**config.mk**
```make
export PLATFORM = sky130hd
export DESIGN_NAME = hcg_handler
export DESIGN_NICKNAME = d
export VERILOG_FILES = /design/src/hcg_pkg.sv /design/src/hcg_handler.sv
export SDC_FILE = /design/constraint.sdc
export NUM_CORES = 1
export LEC_CHECK = 0
export BUFFER_PORTS_ARGS = -buffer_cell sky130_fd_sc_hd__buf_4
export CAP_MARGIN = 0
export CORE_UTILIZATION = 56
export DETAILED_ROUTE_END_ITERATION = 6
export GPL_TIMING_DRIVEN = 0
export PLACE_DENSITY = 0.75
export SYNTH_ARGS = -nofsm -noshare
export SYNTH_HDL_FRONTEND = slang
export SYNTH_SLANG_ARGS = --single-unit
```
**constraint.sdc**
```tcl
create_clock -name clock -period 3.2 [get_ports clock]
set_input_delay 0.48 -clock clock [delete_from_list [all_inputs] [get_ports clock]]
set_output_delay 0.48 -clock clock [all_outputs]
set_load 0.01 [all_outputs]
```
**src/hcg_pkg.sv**
```systemverilog
/*
 * Shared constants for the host command and pin handler: command codes,
 * payload limits, pin map, drive mode codes, register indices, rates.
 * Assumes a single 200 MHz clock and a framed byte stream from a receiver.
 */
`default_nettype none
package hcg_pkg;
    // command and answer codes
    localparam logic [7:0] CMD_TEXT = 8'h1F;
    localparam logic [7:0] CMD_BAUD = 8'h21;
    localparam logic [7:0] CMD_PSET = 8'h22;
    localparam logic [7:0] CMD_PGET = 8'h23;
    localparam logic [7:0] ACK_FLAG = 8'h40;
    localparam logic [7:0] PGET_LEN = 8'h04;
    // display geometry
    localparam logic [7:0] COL_LAST = 8'h13;
    localparam logic [7:0] ROW_LAST = 8'h03;
    localparam logic [7:0] COLS = 8'h14;
    localparam logic [7:0] TEXT_FIRST = 8'h02;
    // pin map: general pins 0..4, led dies 5..12
    localparam int NGPIO = 5;
    localparam int NPIN = 13;
    localparam logic [7:0] PIN_LAST = 8'h0C;
    localparam logic [7:0] GPIO_LAST = 8'h04;
    localparam logic [7:0] LVL_HIGH = 8'h64;
    // drive mode codes
    localparam logic [2:0] DM_UP_PD = 3'h0;
    localparam logic [2:0] DM_FAST = 3'h1;
    localparam logic [2:0] DM_HIZ = 3'h2;
    localparam logic [2:0] DM_PU_DN = 3'h3;
    localparam logic [2:0] DM_SUP_Z = 3'h4;
    localparam logic [2:0] DM_SLOW = 3'h5;
    localparam logic [2:0] DM_RSVD = 3'h6;
    localparam logic [2:0] DM_Z_SDN = 3'h7;
    localparam int FN_BIT = 3;
    // baud select values
    localparam logic BAUD_19200 = 1'b0;
    localparam logic BAUD_115200 = 1'b1;
    // reset values of pin configuration
    localparam logic [7:0] RST_VAL = 8'h00;
    localparam logic [2:0] RST_MODE = DM_HIZ;
    localparam logic RST_FN = 1'b0;
    // register indices on the plain port
    localparam logic [3:0] REG_PIN0 = 4'h0;
    localparam logic [3:0] REG_BAUD = 4'hD;
    localparam logic [3:0] REG_STAT = 4'hE;
    localparam logic [3:0] REG_CTRL = 4'hF;
    localparam int VAL_LSB = 0;
    localparam int CFG_LSB = 8;
    // timing: rates in Hz, counts in clock cycles
    localparam int CLK_HZ = 200_000_000;
    localparam int PWM_HZ = 100;
    localparam int PWM_STEPS = 100;
    localparam int PWM_STEP_CYC = CLK_HZ / (PWM_HZ * PWM_STEPS);
    localparam int SAMPLE_HZ = 32;
    localparam int SAMPLE_CYC = CLK_HZ / SAMPLE_HZ;
    localparam int CNT_W = 23;
endpackage
`default_nettype wire

```
**src/hcg_handler.sv**
```systemverilog
/*
 * Command interpreter for text placement, baud change, pin set and pin read.
 * Assumes a receiver that has checked framing and passes type, length and
 * payload bytes in order, a transmitter that adds framing to the answer
 * bytes and reports idle, and an external display memory of 4 rows x 20.
 */
// The address-and-strobe port and the register offsets were decided locally.
`default_nettype none
// How it works
// - text command 0x1F, column 0-19, row 0-3
// - text bytes written from column onward
// - answer type is command OR 0x40, empty
// - baud command 0x21, 0=19200, 1=115200
// - acknowledge sent first, then rate switches
// - link starts at 115200 unless boot restores
// - pin set 0x22, 2 or 3 bytes
// - level 0 low, 1-99 PWM, 100 high
// - drive modes 000 to 011 as listed
// - modes 100,101,111; 110 reserved
// - function bit selects user or default owner
// - pins sampled at 32 Hz
// - rise and fall latched between host reads
// - pin read 0x23, index 0-4, 4-byte reply
// - reply byte 1 holds rise, fall, level
// - reported level is the sampled pin
// - reply returns stored level and config
// - config, baud and text are saveable state
module hcg_handler
    import hcg_pkg::*;
#(
    parameter int PWM_STEP = PWM_STEP_CYC,
    parameter int SAMPLE_PERIOD = SAMPLE_CYC
) (
    input wire logic clock,
    input wire logic nrst,
    // command byte stream from the receiver
    input wire logic req_valid,
    input wire logic [7:0] req_byte,
    output logic req_ready,
    // answer byte stream to the transmitter
    output logic rsp_valid,
    output logic [7:0] rsp_byte,
    output logic rsp_last,
    input wire logic rsp_ready,
    input wire logic tx_idle,
    output logic baud_sel,
    // boot state restore of the link rate
    input wire logic boot_load,
    input wire logic boot_baud,
    // display write port
    output logic disp_we,
    output logic [6:0] disp_addr,
    output logic [7:0] disp_char,
    // general pins and led dies
    input wire logic [4:0] pin_i,
    input wire logic [4:0] dflt_o,
    output logic [4:0] pin_o,
    output logic [4:0] pin_oe,
    output logic [4:0] pin_pu,
    output logic [4:0] pin_pd,
    output logic [4:0] pin_slow,
    output logic [7:0] led_die_output,
    // register port
    input wire logic [3:0] reg_addr,
    input wire logic [15:0] reg_wdata,
    input wire logic reg_wr,
    input wire logic reg_rd,
    output logic [15:0] reg_rdata
);
    typedef enum logic [2:0] {
        ST_TYPE, ST_LEN, ST_DATA, ST_EXEC, ST_RSP, ST_BAUD
    } hcg_state_e;

    hcg_state_e state_q;
    logic [7:0] type_q, len_q, cnt_q, b0_q, b1_q, b2_q;
    logic [7:0] rsp_buf_q [0:5];
    logic [2:0] rsp_idx_q, rsp_end_q;
    logic [7:0] val_q [0:NPIN-1];
    logic [2:0] mode_q [0:NPIN-1];
    logic [NPIN-1:0] fn_q;
    logic [4:0] sync1_q, sync2_q, samp_q, rise_q, fall_q;
    logic [4:0] rd_clr;
    logic sample_en_q, pwm_tick, samp_tick, new_baud_q, primed_q;
    logic [CNT_W-1:0] pwm_pre_q, samp_pre_q;
    logic [6:0] pwm_cnt_q;
    logic [NPIN-1:0] lvl;
    logic take, rsp_take, text_ok, pset_ok;
    logic [7:0] pidx;

    assign take = req_valid && req_ready;
    assign rsp_take = rsp_valid && rsp_ready;
    assign req_ready = (state_q == ST_TYPE) || (state_q == ST_LEN)
        || (state_q == ST_DATA);
    assign rsp_valid = (state_q == ST_RSP);
    assign rsp_last = (state_q == ST_RSP) && (rsp_idx_q == rsp_end_q);
    assign pidx = b0_q;
    // coordinates checked before any character is written
    assign text_ok = (b0_q <= COL_LAST) && (b1_q <= ROW_LAST);
    assign pset_ok = (pidx <= PIN_LAST)
        && (b1_q <= LVL_HIGH);

    // command byte collection; payload length sets the end of a packet
    always_ff @(posedge clock or negedge nrst) begin
        if (!nrst) begin
            state_q <= ST_TYPE;
            type_q <= 8'h00;
            len_q <= 8'h00;
            cnt_q <= 8'h00;
            b0_q <= 8'h00;
            b1_q <= 8'h00;
            b2_q <= 8'h00;
            rsp_idx_q <= 3'h0;
            rsp_end_q <= 3'h0;
            new_baud_q <= BAUD_115200;
        end else begin
            unique case (state_q)
                ST_TYPE: if (take) begin
                    type_q <= req_byte;
                    state_q <= ST_LEN;
                end
                ST_LEN: if (take) begin
                    len_q <= req_byte;
                    cnt_q <= 8'h00;
                    state_q <= (req_byte == 8'h00) ? ST_EXEC : ST_DATA;
                end
                ST_DATA: if (take) begin
                    if (cnt_q == 8'h00) b0_q <= req_byte;
                    if (cnt_q == 8'h01) b1_q <= req_byte;
                    if (cnt_q == 8'h02) b2_q <= req_byte;
                    cnt_q <= cnt_q + 8'h01;
                    if (cnt_q + 8'h01 == len_q) state_q <= ST_EXEC;
                end
                ST_EXEC: begin
                    // empty acknowledge unless a read reply follows
                    rsp_idx_q <= 3'h0;
                    rsp_end_q <= (type_q == CMD_PGET) ? 3'h5 : 3'h1;
                    new_baud_q <= b0_q[0];
                    if (type_q == CMD_TEXT || type_q == CMD_BAUD
                        || type_q == CMD_PSET || type_q == CMD_PGET) begin
                        state_q <= ST_RSP;
                    end else begin
                        // other commands belong to other handlers
                        state_q <= ST_TYPE;
                    end
                end
                ST_RSP: if (rsp_take) begin
                    rsp_idx_q <= rsp_idx_q + 3'h1;
                    if (rsp_last) begin
                        // the rate may only move after the ack left
                        state_q <= (type_q == CMD_BAUD && len_q == 8'h01
                            && b0_q <= 8'h01) ? ST_BAUD : ST_TYPE;
                    end
                end
                ST_BAUD: if (tx_idle) state_q <= ST_TYPE;
                default: state_q <= ST_TYPE;
            endcase
        end
    end

    // answer bytes are built once and then stepped through
    always_ff @(posedge clock or negedge nrst) begin
        if (!nrst) begin
            for (int i = 0; i < 6; i++) rsp_buf_q[i] <= 8'h00;
            rsp_byte <= 8'h00;
        end else if (state_q == ST_EXEC) begin
            rsp_buf_q[0] <= type_q | ACK_FLAG;
            rsp_buf_q[1] <= (type_q == CMD_PGET) ? PGET_LEN : 8'h00;
            rsp_buf_q[2] <= pidx;
            rsp_buf_q[3] <= 8'h00;
            rsp_buf_q[4] <= 8'h00;
            rsp_buf_q[5] <= 8'h00;
            if (pidx <= GPIO_LAST) begin
                // level is the sampled pin, not the request
                rsp_buf_q[3] <= {5'h00, rise_q[pidx[2:0]],
                    fall_q[pidx[2:0]], samp_q[pidx[2:0]]};
                rsp_buf_q[4] <= val_q[pidx[3:0]];
                rsp_buf_q[5] <= {4'h0, fn_q[pidx[3:0]],
                    mode_q[pidx[3:0]]};
            end
            rsp_byte <= type_q | ACK_FLAG;
        end else if (rsp_take && !rsp_last) begin
            rsp_byte <= rsp_buf_q[rsp_idx_q + 3'h1];
        end
    end

    // text goes straight to the display as it arrives
    always_ff @(posedge clock or negedge nrst) begin
        if (!nrst) begin
            disp_we <= 1'b0;
            disp_addr <= 7'h00;
            disp_char <= 8'h00;
        end else begin
            disp_we <= 1'b0;
            if (take && state_q == ST_DATA && type_q == CMD_TEXT
                && cnt_q >= TEXT_FIRST && text_ok
                && b0_q + cnt_q - TEXT_FIRST <= COL_LAST) begin
                disp_we <= 1'b1;
                disp_addr <= 7'(b1_q * COLS + b0_q + cnt_q - TEXT_FIRST);
                disp_char <= req_byte;
            end
        end
    end

    // link rate: fixed default at reset, boot state may override
    always_ff @(posedge clock or negedge nrst) begin
        if (!nrst) begin
            baud_sel <= BAUD_115200;
        end else if (boot_load) begin
            baud_sel <= boot_baud;
        end else if (state_q == ST_BAUD && tx_idle) begin
            baud_sel <= new_baud_q;
        end else if (reg_wr && reg_addr == REG_BAUD) begin
            baud_sel <= reg_wdata[0];
        end
    end

    // pin configuration; the register port lets boot state reload it
    always_ff @(posedge clock or negedge nrst) begin
        if (!nrst) begin
            for (int i = 0; i < NPIN; i++) begin
                val_q[i] <= RST_VAL;
                mode_q[i] <= RST_MODE;
            end
            fn_q <= {NPIN{RST_FN}};
        end else if (state_q == ST_EXEC && type_q == CMD_PSET && pset_ok) begin
            if (len_q == 8'h02 || len_q == 8'h03) begin
                val_q[pidx[3:0]] <= b1_q;
            end
            if (len_q == 8'h03) begin
                // upper bits are dropped; host keeps them zero
                mode_q[pidx[3:0]] <= b2_q[2:0];
                fn_q[pidx[3:0]] <= b2_q[FN_BIT];
            end
        end else if (reg_wr && reg_addr <= PIN_LAST[3:0]) begin
            val_q[reg_addr] <= reg_wdata[VAL_LSB +: 8];
            mode_q[reg_addr] <= reg_wdata[CFG_LSB +: 3];
            fn_q[reg_addr] <= reg_wdata[CFG_LSB + FN_BIT];
        end
    end

    // pwm divider: one step per tick, 100 steps per period
    always_ff @(posedge clock or negedge nrst) begin
        if (!nrst) begin
            pwm_pre_q <= '0;
            pwm_cnt_q <= 7'h00;
        end else if (pwm_tick) begin
            pwm_pre_q <= '0;
            pwm_cnt_q <= (pwm_cnt_q == 7'(PWM_STEPS - 1)) ? 7'h00
                : pwm_cnt_q + 7'h01;
        end else begin
            pwm_pre_q <= pwm_pre_q + CNT_W'(1);
        end
    end
    assign pwm_tick = (pwm_pre_q == CNT_W'(PWM_STEP - 1));

    // requested level per pin; user function or default owner
    always_comb begin
        for (int i = 0; i < NPIN; i++) begin
            if (val_q[i] == 8'h00) lvl[i] = 1'b0;
            else if (val_q[i] >= LVL_HIGH) lvl[i] = 1'b1;
            else lvl[i] = (8'(pwm_cnt_q) < val_q[i]);
            if (i < NGPIO && !fn_q[i]) lvl[i] = dflt_o[i];
        end
    end

    // drive decode; reserved mode floats the pin as a safe fallback
    always_ff @(posedge clock or negedge nrst) begin
        if (!nrst) begin
            pin_o <= 5'h00;
            pin_oe <= 5'h00;
            pin_pu <= 5'h00;
            pin_pd <= 5'h00;
            pin_slow <= 5'h00;
            led_die_output <= 8'h00;
        end else begin
            led_die_output <= lvl[NPIN-1:NGPIO];
            for (int i = 0; i < NGPIO; i++) begin
                pin_o[i] <= lvl[i];
                pin_oe[i] <= 1'b0;
                pin_pu[i] <= 1'b0;
                pin_pd[i] <= 1'b0;
                pin_slow[i] <= 1'b0;
                unique case (mode_q[i])
                    DM_UP_PD: begin
                        pin_oe[i] <= lvl[i];
                        pin_pd[i] <= !lvl[i];
                    end
                    DM_FAST: pin_oe[i] <= 1'b1;
                    DM_HIZ: pin_oe[i] <= 1'b0;
                    DM_PU_DN: begin
                        pin_oe[i] <= !lvl[i];
                        pin_pu[i] <= lvl[i];
                    end
                    DM_SUP_Z: begin
                        pin_oe[i] <= lvl[i];
                        pin_slow[i] <= 1'b1;
                    end
                    DM_SLOW: begin
                        pin_oe[i] <= 1'b1;
                        pin_slow[i] <= 1'b1;
                    end
                    DM_RSVD: pin_oe[i] <= 1'b0;
                    DM_Z_SDN: begin
                        pin_oe[i] <= !lvl[i];
                        pin_slow[i] <= 1'b1;
                    end
                endcase
            end
        end
    end

    // two-stage synchroniser on the pins before any sampling
    always_ff @(posedge clock or negedge nrst) begin
        if (!nrst) begin
            sync1_q <= 5'h00;
            sync2_q <= 5'h00;
        end else begin
            sync1_q <= pin_i;
            sync2_q <= sync1_q;
        end
    end

    // 32 Hz sample strobe, runs regardless of commands
    always_ff @(posedge clock or negedge nrst) begin
        if (!nrst) samp_pre_q <= '0;
        else if (samp_tick || !sample_en_q) samp_pre_q <= '0; // no wrap
        else samp_pre_q <= samp_pre_q + CNT_W'(1);
    end
    assign samp_tick = sample_en_q
        && (samp_pre_q == CNT_W'(SAMPLE_PERIOD - 1));

    // edge flags: a new edge in the clearing cycle is kept
    always_comb begin
        rd_clr = 5'h00;
        if (state_q == ST_EXEC && type_q == CMD_PGET
            && pidx <= GPIO_LAST) begin
            rd_clr[pidx[2:0]] = 1'b1;
        end
    end
    always_ff @(posedge clock or negedge nrst) begin
        if (!nrst) begin
            samp_q <= 5'h00;
            rise_q <= 5'h00;
            fall_q <= 5'h00;
            primed_q <= 1'b0;
        end else begin
            if (samp_tick) samp_q <= sync2_q;
            // a pin idling high must not look like a rise after reset
            if (samp_tick) primed_q <= 1'b1;
            for (int i = 0; i < NGPIO; i++) begin
                if (samp_tick && primed_q && sync2_q[i] && !samp_q[i])
                    rise_q[i] <= 1'b1;
                else if (rd_clr[i])
                    rise_q[i] <= 1'b0;
                if (samp_tick && primed_q && !sync2_q[i] && samp_q[i])
                    fall_q[i] <= 1'b1;
                else if (rd_clr[i])
                    fall_q[i] <= 1'b0;
            end
        end
    end

    // control: sampling enable, on by default
    always_ff @(posedge clock or negedge nrst) begin
        if (!nrst) sample_en_q <= 1'b1;
        else if (reg_wr && reg_addr == REG_CTRL) sample_en_q <= reg_wdata[0];
    end

    // register reads answer one cycle later; unmapped reads give zero
    always_ff @(posedge clock or negedge nrst) begin
        if (!nrst) begin
            reg_rdata <= 16'h0000;
        end else begin
            reg_rdata <= 16'h0000;
            if (reg_rd) begin
                if (reg_addr <= PIN_LAST[3:0]) begin
                    reg_rdata <= {4'h0, fn_q[reg_addr], mode_q[reg_addr],
                        val_q[reg_addr]};
                end else if (reg_addr == REG_BAUD) begin
                    reg_rdata <= {15'h0000, baud_sel};
                end else if (reg_addr == REG_STAT) begin
                    reg_rdata <= {1'b0, rise_q, fall_q, samp_q};
                end else if (reg_addr == REG_CTRL) begin
                    reg_rdata <= {15'h0000, sample_en_q};
                end
            end
        end
    end
endmodule
`default_nettype wire

```
==> flow_summary.json, run 1 <==
{
  "p_int_mw": 11.9,
  "final_cell_area_um2": 26100,
  "dr_wl_met2_um": 34200,
  "syn_area_per_cell_um2": 10.5,
  "status": "finished, final reports clean",
  "clk_pin_slew_ns": 0.06,
  "wirelength_um": 78100,
  "max_cap_violations": 0,
  "nFillCells": 3134,
  "whs_path_depth": 2,
  "coreArea_um2": 39700,
  "relSlewSlack": 0.255,
  "hpwl_um": 57700,
  "tns_ns": 0,
  "multi_input_area_um2": 11800,
  "clock-sinks": 392,
  "switching_power_mw": 7.26,
  "synth_edf_count": 0,
  "hp-class": "input port to flop",
  "max_freq_ghz": 0.313,
  "period_share": 0.997,
  "worstSetupStartpointType": "flop",
  "maxSlewViolCount": 0,
  "synth_flop_cell": "dfrtp_1",
  "dr.pass1.iters": 6,
  "top_layer": "met4",
  "power_leakage_nw": 11.4,
  "hold_violations": 0,
  "post-route-min-period_ns": 3.19,
  "syn_area_um2": 22500,
  "start_util": 0.567,
  "clock_skew_ns": 0.0288,
  "p_comb_frac": 0.358,
  "critical_path_class": "flop to flop",
  "place_inst": 2789,
  "final_cells": 2891,
  "met3_length_um": 8120,
  "drc_errors": 0,
  "seqCellArea_um2": 9830,
  "tritoncts": "built",
  "critPathCaptureType": "flop",
  "cts_buffers": 43,
  "cp_slowest_cell": "or3b_2",
  "worst_pin_slew_ns": 1.11,
  "clockRootBuffer": "clkbuf_16",
  "die_w_um": 203,
  "antenna_found_initial": 2,
  "ant_nets": 0,
  "pre_cts_slack_ns": -0.724,
  "viasPerCell": 6.68,
  "finalWorstSetupSlack_ns": 0.00854,
  "crit_buf_inv": 3,
  "grt_overflow": 0,
  "ioPinCount": 124,
  "rsz0062_at_grt": "yes",
  "synthArstFlopShare": 1.00,
  "power_density_nw_per_um2": 733,
  "ys_ff_latch": 392,
  "grt_pass1_wl_um": 118000,
  "vias": 19300,
  "drtIter0Drc": 2201,
  "crit_chain": "clkinvlp_4 -> ha_1 -> inv_1 -> ha_1 -> o21ai_0 -> or3b_2 -> a21oi_4 -> nor4_4 -> o21ai_4 -> buf_6 -> mux2_2",
  "crit_top_cell": "ha_1",
  "crit_family": "adder cells",
  "wl_per_cell_um": 27.0,
  "worstPathRequired_ns": 3.65,
  "ys_seq_area_frac": 0.437,
  "setup_viol": 0,
  "path_max_fanout": 7,
  "seq_power_share": 0.362,
  "synthTopCellsByArea": "dfrtp_1 42%, ha_1 5.9%, mux4_2 5.7%",
  "placed_area_um2": 24200,
  "yosysWarnings": 0,
  "grt_pass1_vias": 18900,
  "fin_nets": 2490,
  "synthTopCellsByCount": "376 x dfrtp_1, 147 x nand2_1, 142 x inv_1",
  "die-area_um2": 41000,
  "yosysTopAreaCellShare": 0.418,
  "synth_fp_nets": 2303,
  "max-clock-path-buffers": 3,
  "ir_worst_vdd_uv": 872,
  "grt_usage": 0.386,
  "die_h_um": 203,
  "met1_length_um": 32600,
  "synth_top_area_cell": "dfrtp_1",
  "grt_max_degree": 123,
  "cp.depth": 11,
  "synth_cells": 2143,
  "synth.distinct_cells": 85,
  "place_congestion": 1.03,
  "rows": 73,
  "p_sw_frac": 0.379,
  "worstSkewPairLatency_ns": 0.59,
  "critPathArrivalTime_ns": 3.64,
  "io_buffers": 118,
  "drive_gt1_frac": 0.193,
  "area_growth_pct": 16.1,
  "yosysMostFrequentCell": "dfrtp_1",
  "p_clk_frac": 0.280,
  "crit_path_max_incr_delay_ns": 0.53,
  "htreeDepth": 2,
  "reg2reg_depth": 11
}
==> what timing repair did <==
item,in CTS,in global routing
setup buffers,6,10
endpoints found under the hold margin,77,0
hold buffers,6,0
setup endpoints to repair,156,136
gates cloned,1,0
gates resized for setup,33,42
pin swaps,3,8
==> per-layer routing <==
metal	GRT usage	vias to the layer above
li1	-	8381
met1	0.548	9635
met2	0.575	1086
met3	0.0921	220
met4	0.149	0
met5	0	-
==> power by group through the flow <==
stage	sequential, mW	combinational, mW	clock (mW)
finish	6.95	6.87	5.36
global route	7.02	7.39	5.61
CTS	6.85	6.47	5.41
detailed placement	6.93	6.25	0
global placement	6.90	6.08	0
floorplan	6.55	4.16	0
==> worst paths after layout <==
kind	endpoint	start	slack (ns)
worst min-delay path	baud_sel	boot_load	0.15
worst min register to register	sync2_q[3]	sync1_q[3]	0.35
max in group asynchronous	val_q[28]	nrst	1.21
min in group asynchronous	samp_pre_q[12]	nrst	0.43
worst max-delay path	disp_char[2]	b0_q[3]	0.009
worst max register to register	disp_char[2]	b0_q[3]	0.009
==> registers in the layout, summed over array words and instances (netlist names), 13 cells and up <==
name and count:
reg_rdata 15, val_q 104, fn_q 13, samp_pre_q 23, pwm_pre_q 23, mode_q 39
rsp_buf_q 32
==> metrics by stage <==
step / util / power [mW] / hold slack [ns]
after floorplan: - / 10.7 / 0.184
after global placement: 0.606 / 13.0 / 0.340
after detailed placement: 0.608 / 13.2 / 0.335
after CTS: 0.653 / 18.7 / 0.136
after global routing: 0.658 / 20.0 / 0.127
final: 0.658 / 19.2 / 0.152
==> final cells by class <==
type                       count  area share
tap                          525      0.0251
multi-input combinational   1479       0.452
clock inverter                22      0.0120
clock buffer                  58      0.0460
sequential                   392       0.376
antenna                        1   0.0000957
timing repair buffer         144      0.0454
buffer                       127      0.0221
inverter                     143      0.0210
==> cells by family after synthesis <==
| group | count (synthesis) | share of synthesized area |
|---|---|---|
| buf+inv | 272 | 0.0464 |
| other cells | 1 | 0.000167 |
| xor+xnor | 66 | 0.0257 |
| fa+ha+maj | 113 | 0.0648 |
| simple gates | 540 | 0.124 |
| flops | 392 | 0.437 |
| mux | 172 | 0.113 |
| compound gates | 587 | 0.189 |
==> layout by cell type, fill, tap and decap left out, types with 47 or more instances in the layout <==
| cell type | Yosys | layout |
|---|---|---|
| dfrtp_1 | 376 | 373 |
| nand2_1 | 147 | 147 |
| inv_1 | 142 | 137 |
| buf_4 | 2 | 133 |
| o2bb2ai_1 | 131 | 131 |
| o21ai_0 | 122 | 121 |
| nor2_1 | 106 | 106 |
| ha_1 | 107 | 104 |
| clkbuf_1 | 98 | 94 |
| mux2_2 | 88 | 88 |
| a21oi_1 | 61 | 60 |
| nand3_1 | 59 | 59 |
| mux4_2 | 57 | 57 |
| a22o_1 | 50 | 50 |
| a22oi_1 | 47 | 47 |
No activity file was read; power rests on OpenSTA's default activity.
==> run 2: changes to the inputs <==
--- a/config.mk
+++ b/config.mk
@@ -9,8 +9,8 @@
 export CAP_MARGIN = 0
 export CORE_UTILIZATION = 56
 export DETAILED_ROUTE_END_ITERATION = 6
-export GPL_TIMING_DRIVEN = 0
-export PLACE_DENSITY = 0.75
+export PLACE_DENSITY = 0.77
 export SYNTH_ARGS = -nofsm -noshare
 export SYNTH_HDL_FRONTEND = slang
 export SYNTH_SLANG_ARGS = --single-unit
+export TNS_END_PERCENT = 5
==> run 2 against run 1 <==
  * Count of clock-buffer cells in the layout rose by 3
  * Sequential cell count did not move
  * Maximum frequency rose by 6.1%
  * Register-to-register slack improved by 0.18 ns
  * Via count fell by 0.61%
  * Hold slack got worse by 0.095 ns
  * Wire length fell by 8.3%
  * Combinational power fell by 4.7%
  * Power fell by 3.7%
  * Critical endpoint is now disp_char[1]
==> flow_summary.json, run 2 (synthesis gave the netlist of run 1 again) <==
{
  "wirelength_um": 71600,
  "reg2reg_slack_ns": 0.19,
  "viasPerCell": 6.75,
  "grt_max_degree": 78,
  "crit_top_cell": "inv_1",
  "drc_errors": 0,
  "use_met3": 0.0830,
  "die_h_um": 203,
  "worstSkewPairLatency_ns": 0.60,
  "critical_path_class": "flop to flop",
  "wl_per_cell_um": 25.2,
  "finalWorstSetupSlack_ns": 0.193,
  "max_freq_ghz": 0.333,
  "relSlewSlack": 0.411,
  "p_int_mw": 11.5,
  "nFillCells": 3064,
  "rows": 73,
  "critPathArrivalTime_ns": 3.46,
  "place_congestion": 1.03,
  "cp_slowest_cell": "fa_1",
  "hpwl_um": 51700,
  "vias": 19200,
  "cts_setup_buffers": 0,
  "power_density_nw_per_um2": 712,
  "maxSlewViolCount": 0,
  "drtIter0Drc": 2293,
  "worstPathRequired_ns": 3.66,
  "p_clk_frac": 0.272,
  "most-common-layout-cells": "376 x dfrtp_1, 214 x buf_4, 147 x nand2_1",
  "p_sw_frac": 0.379,
  "die_w_um": 203,
  "worstSetupStartpointType": "flop",
  "grt_pass1_wl_um": 111000,
  "max_cap_violations": 0,
  "die-area_um2": 41000,
  "ir_worst_vdd_uv": 418,
  "reg_top3": "val_q: 104 flops, mode_q: 39 flops, rsp_buf_q: 32 flops",
  "setup_viol": 0,
  "finalPower_mw": 18.5,
  "crit_chain": "inv_1 -> ha_1 -> inv_1 -> ha_1 -> inv_1 -> fa_1 -> nor2b_1 -> o31a_1 -> o21ai_0 -> and3_1 -> o21ai_4 -> mux2_2",
  "cts_buffers": 43,
  "hp-class": "input port to flop",
  "layout_commonest_cell": "dfrtp_1",
  "clock_skew_ns": 0.0294,
  "seq_power_share": 0.373,
  "fin_nets": 2446,
  "htreeDepth": 2,
  "switching_power_mw": 7.00,
  "ioPinCount": 124,
  "clock-sinks": 392,
  "dr.pass1.iters": 6,
  "io_buffers": 118,
  "rsz0062_at_grt": "no",
  "pre_cts_slack_ns": -0.0265,
  "start_util": 0.567,
  "coreArea_um2": 39700,
  "worst_pin_slew_ns": 0.881,
  "status": "finished, final reports clean",
  "critPathCaptureType": "flop",
  "ant_nets": 0,
  "use_met1": 0.482,
  "crit_path_max_incr_delay_ns": 0.40,
  "grt_overflow": 0,
  "power_leakage_nw": 11.5,
  "max-clock-path-buffers": 3,
  "path_max_fanout": 8,
  "clockRootBuffer": "clkbuf_16",
  "p_comb_frac": 0.355,
  "top_register": "val_q",
  "tritoncts": "built",
  "grt_usage": 0.354,
  "grt_busiest_layer": "met2",
  "met2_usage": 0.535,
  "largest_register_ff_count": 104,
  "area_growth_pct": 15.2,
  "drive_gt1_frac": 0.212,
  "post-route-min-period_ns": 3.01,
  "antenna_found_initial": 1,
  "hold_violations": 0,
  "clk_pin_slew_ns": 0.06,
  "period_share": 0.940,
  "grt_pass1_vias": 18800
}
## run 2: cell count changes in the layout (fill, tap and decap cells not counted), moves of 4 or more
| cell | delta |
|---|---|
| o21ai_1 | +6 |
| clkbuf_1 | -87 |
| bufinv_16 | -5 |
| clkinvlp_4 | -6 |
| buf_8 | -4 |
| buf_1 | -17 |
| inv_1 | +5 |
| clkbuf_2 | -9 |
| clkbuf_8 | +6 |
| buf_2 | -6 |
| buf_12 | +4 |
| buf_4 | +81 |
| o21ai_2 | -7 |
## run 2: area by class of cell
| type | count | area [um2] | share of cell area |
|---|---|---|---|
| clock inverter | 18 | 165 | 0.00637 |
| sequential | 392 | 9830 | 0.379 |
| antenna | 1 | 2.50 | 0.0000965 |
| tap | 525 | 657 | 0.0253 |
| timing repair buffer | 226 | 1780 | 0.0687 |
| inverter | 143 | 537 | 0.0207 |
| multi-input combinational | 1480 | 11700 | 0.452 |
| clock buffer | 61 | 1250 | 0.0483 |
## run 2: power by group through the flow
stage,Combinational (mW),Clock [mW],Sequential [mW]
after floorplan,4.16,0,6.55
after global placement,6.12,0,6.86
after detailed placement,6.26,0,6.91
after CTS,6.32,5.08,6.83
after global routing,7.05,5.27,6.95
final,6.55,5.03,6.88
## run 2: worst paths after layout
path                            cells past startpoint        from        endpoint
worst max-delay path                               12     b0_q[1]    disp_char[1]
worst min-delay path                                2   boot_load        baud_sel
worst max register to register                     12     b0_q[1]    disp_char[1]
worst min register to register                      0  sync1_q[1]      sync2_q[1]
max in group asynchronous                           3        nrst       mode_q[1]
min in group asynchronous                           2        nrst  samp_pre_q[22]
## run 2: critical path, delay by kind of cell (launching register included)
family | cells | cell delay [ns]
fa+ha+maj | 3 | 0.81
simple gates | 2 | 0.46
compound gates | 3 | 0.63
flops | 1 | 0.38
buf+inv | 3 | 0.22
mux | 1 | 0.39
## run 2: repair_timing
| action | in CTS | in global routing |
|---|---|---|
| pin swaps | 0 | 1 |
| hold endpoints to repair | 62 | 0 |
| cloned | 0 | 1 |
| hold buffers | 6 | 0 |
| endpoints found under the setup margin | 15 | 15 |
| gates resized for setup | 1 | 7 |
## run 2: through the flow
step	std cells	hold slack, ns	utilization	cell area (um2)	TNS [ns]
after floorplan	2143	0.184	-	22500	0
after global placement	2759	0.340	0.614	24400	0
after detailed placement	2759	0.336	0.614	24400	-0.232
after CTS	2844	0.0422	0.652	25900	0
after global routing	2846	0.0824	0.653	25900	0
final	2846	0.0574	0.653	25900	0
## run 2: metal layers
| metal | up-vias | part of all wire |
|---|---|---|
| met5 | - | 0 |
| met2 | 1178 | 0.45 |
| met3 | 236 | 0.11 |
| li1 | 8290 | - |
| met4 | 0 | 0.046 |
| met1 | 9501 | 0.40 |
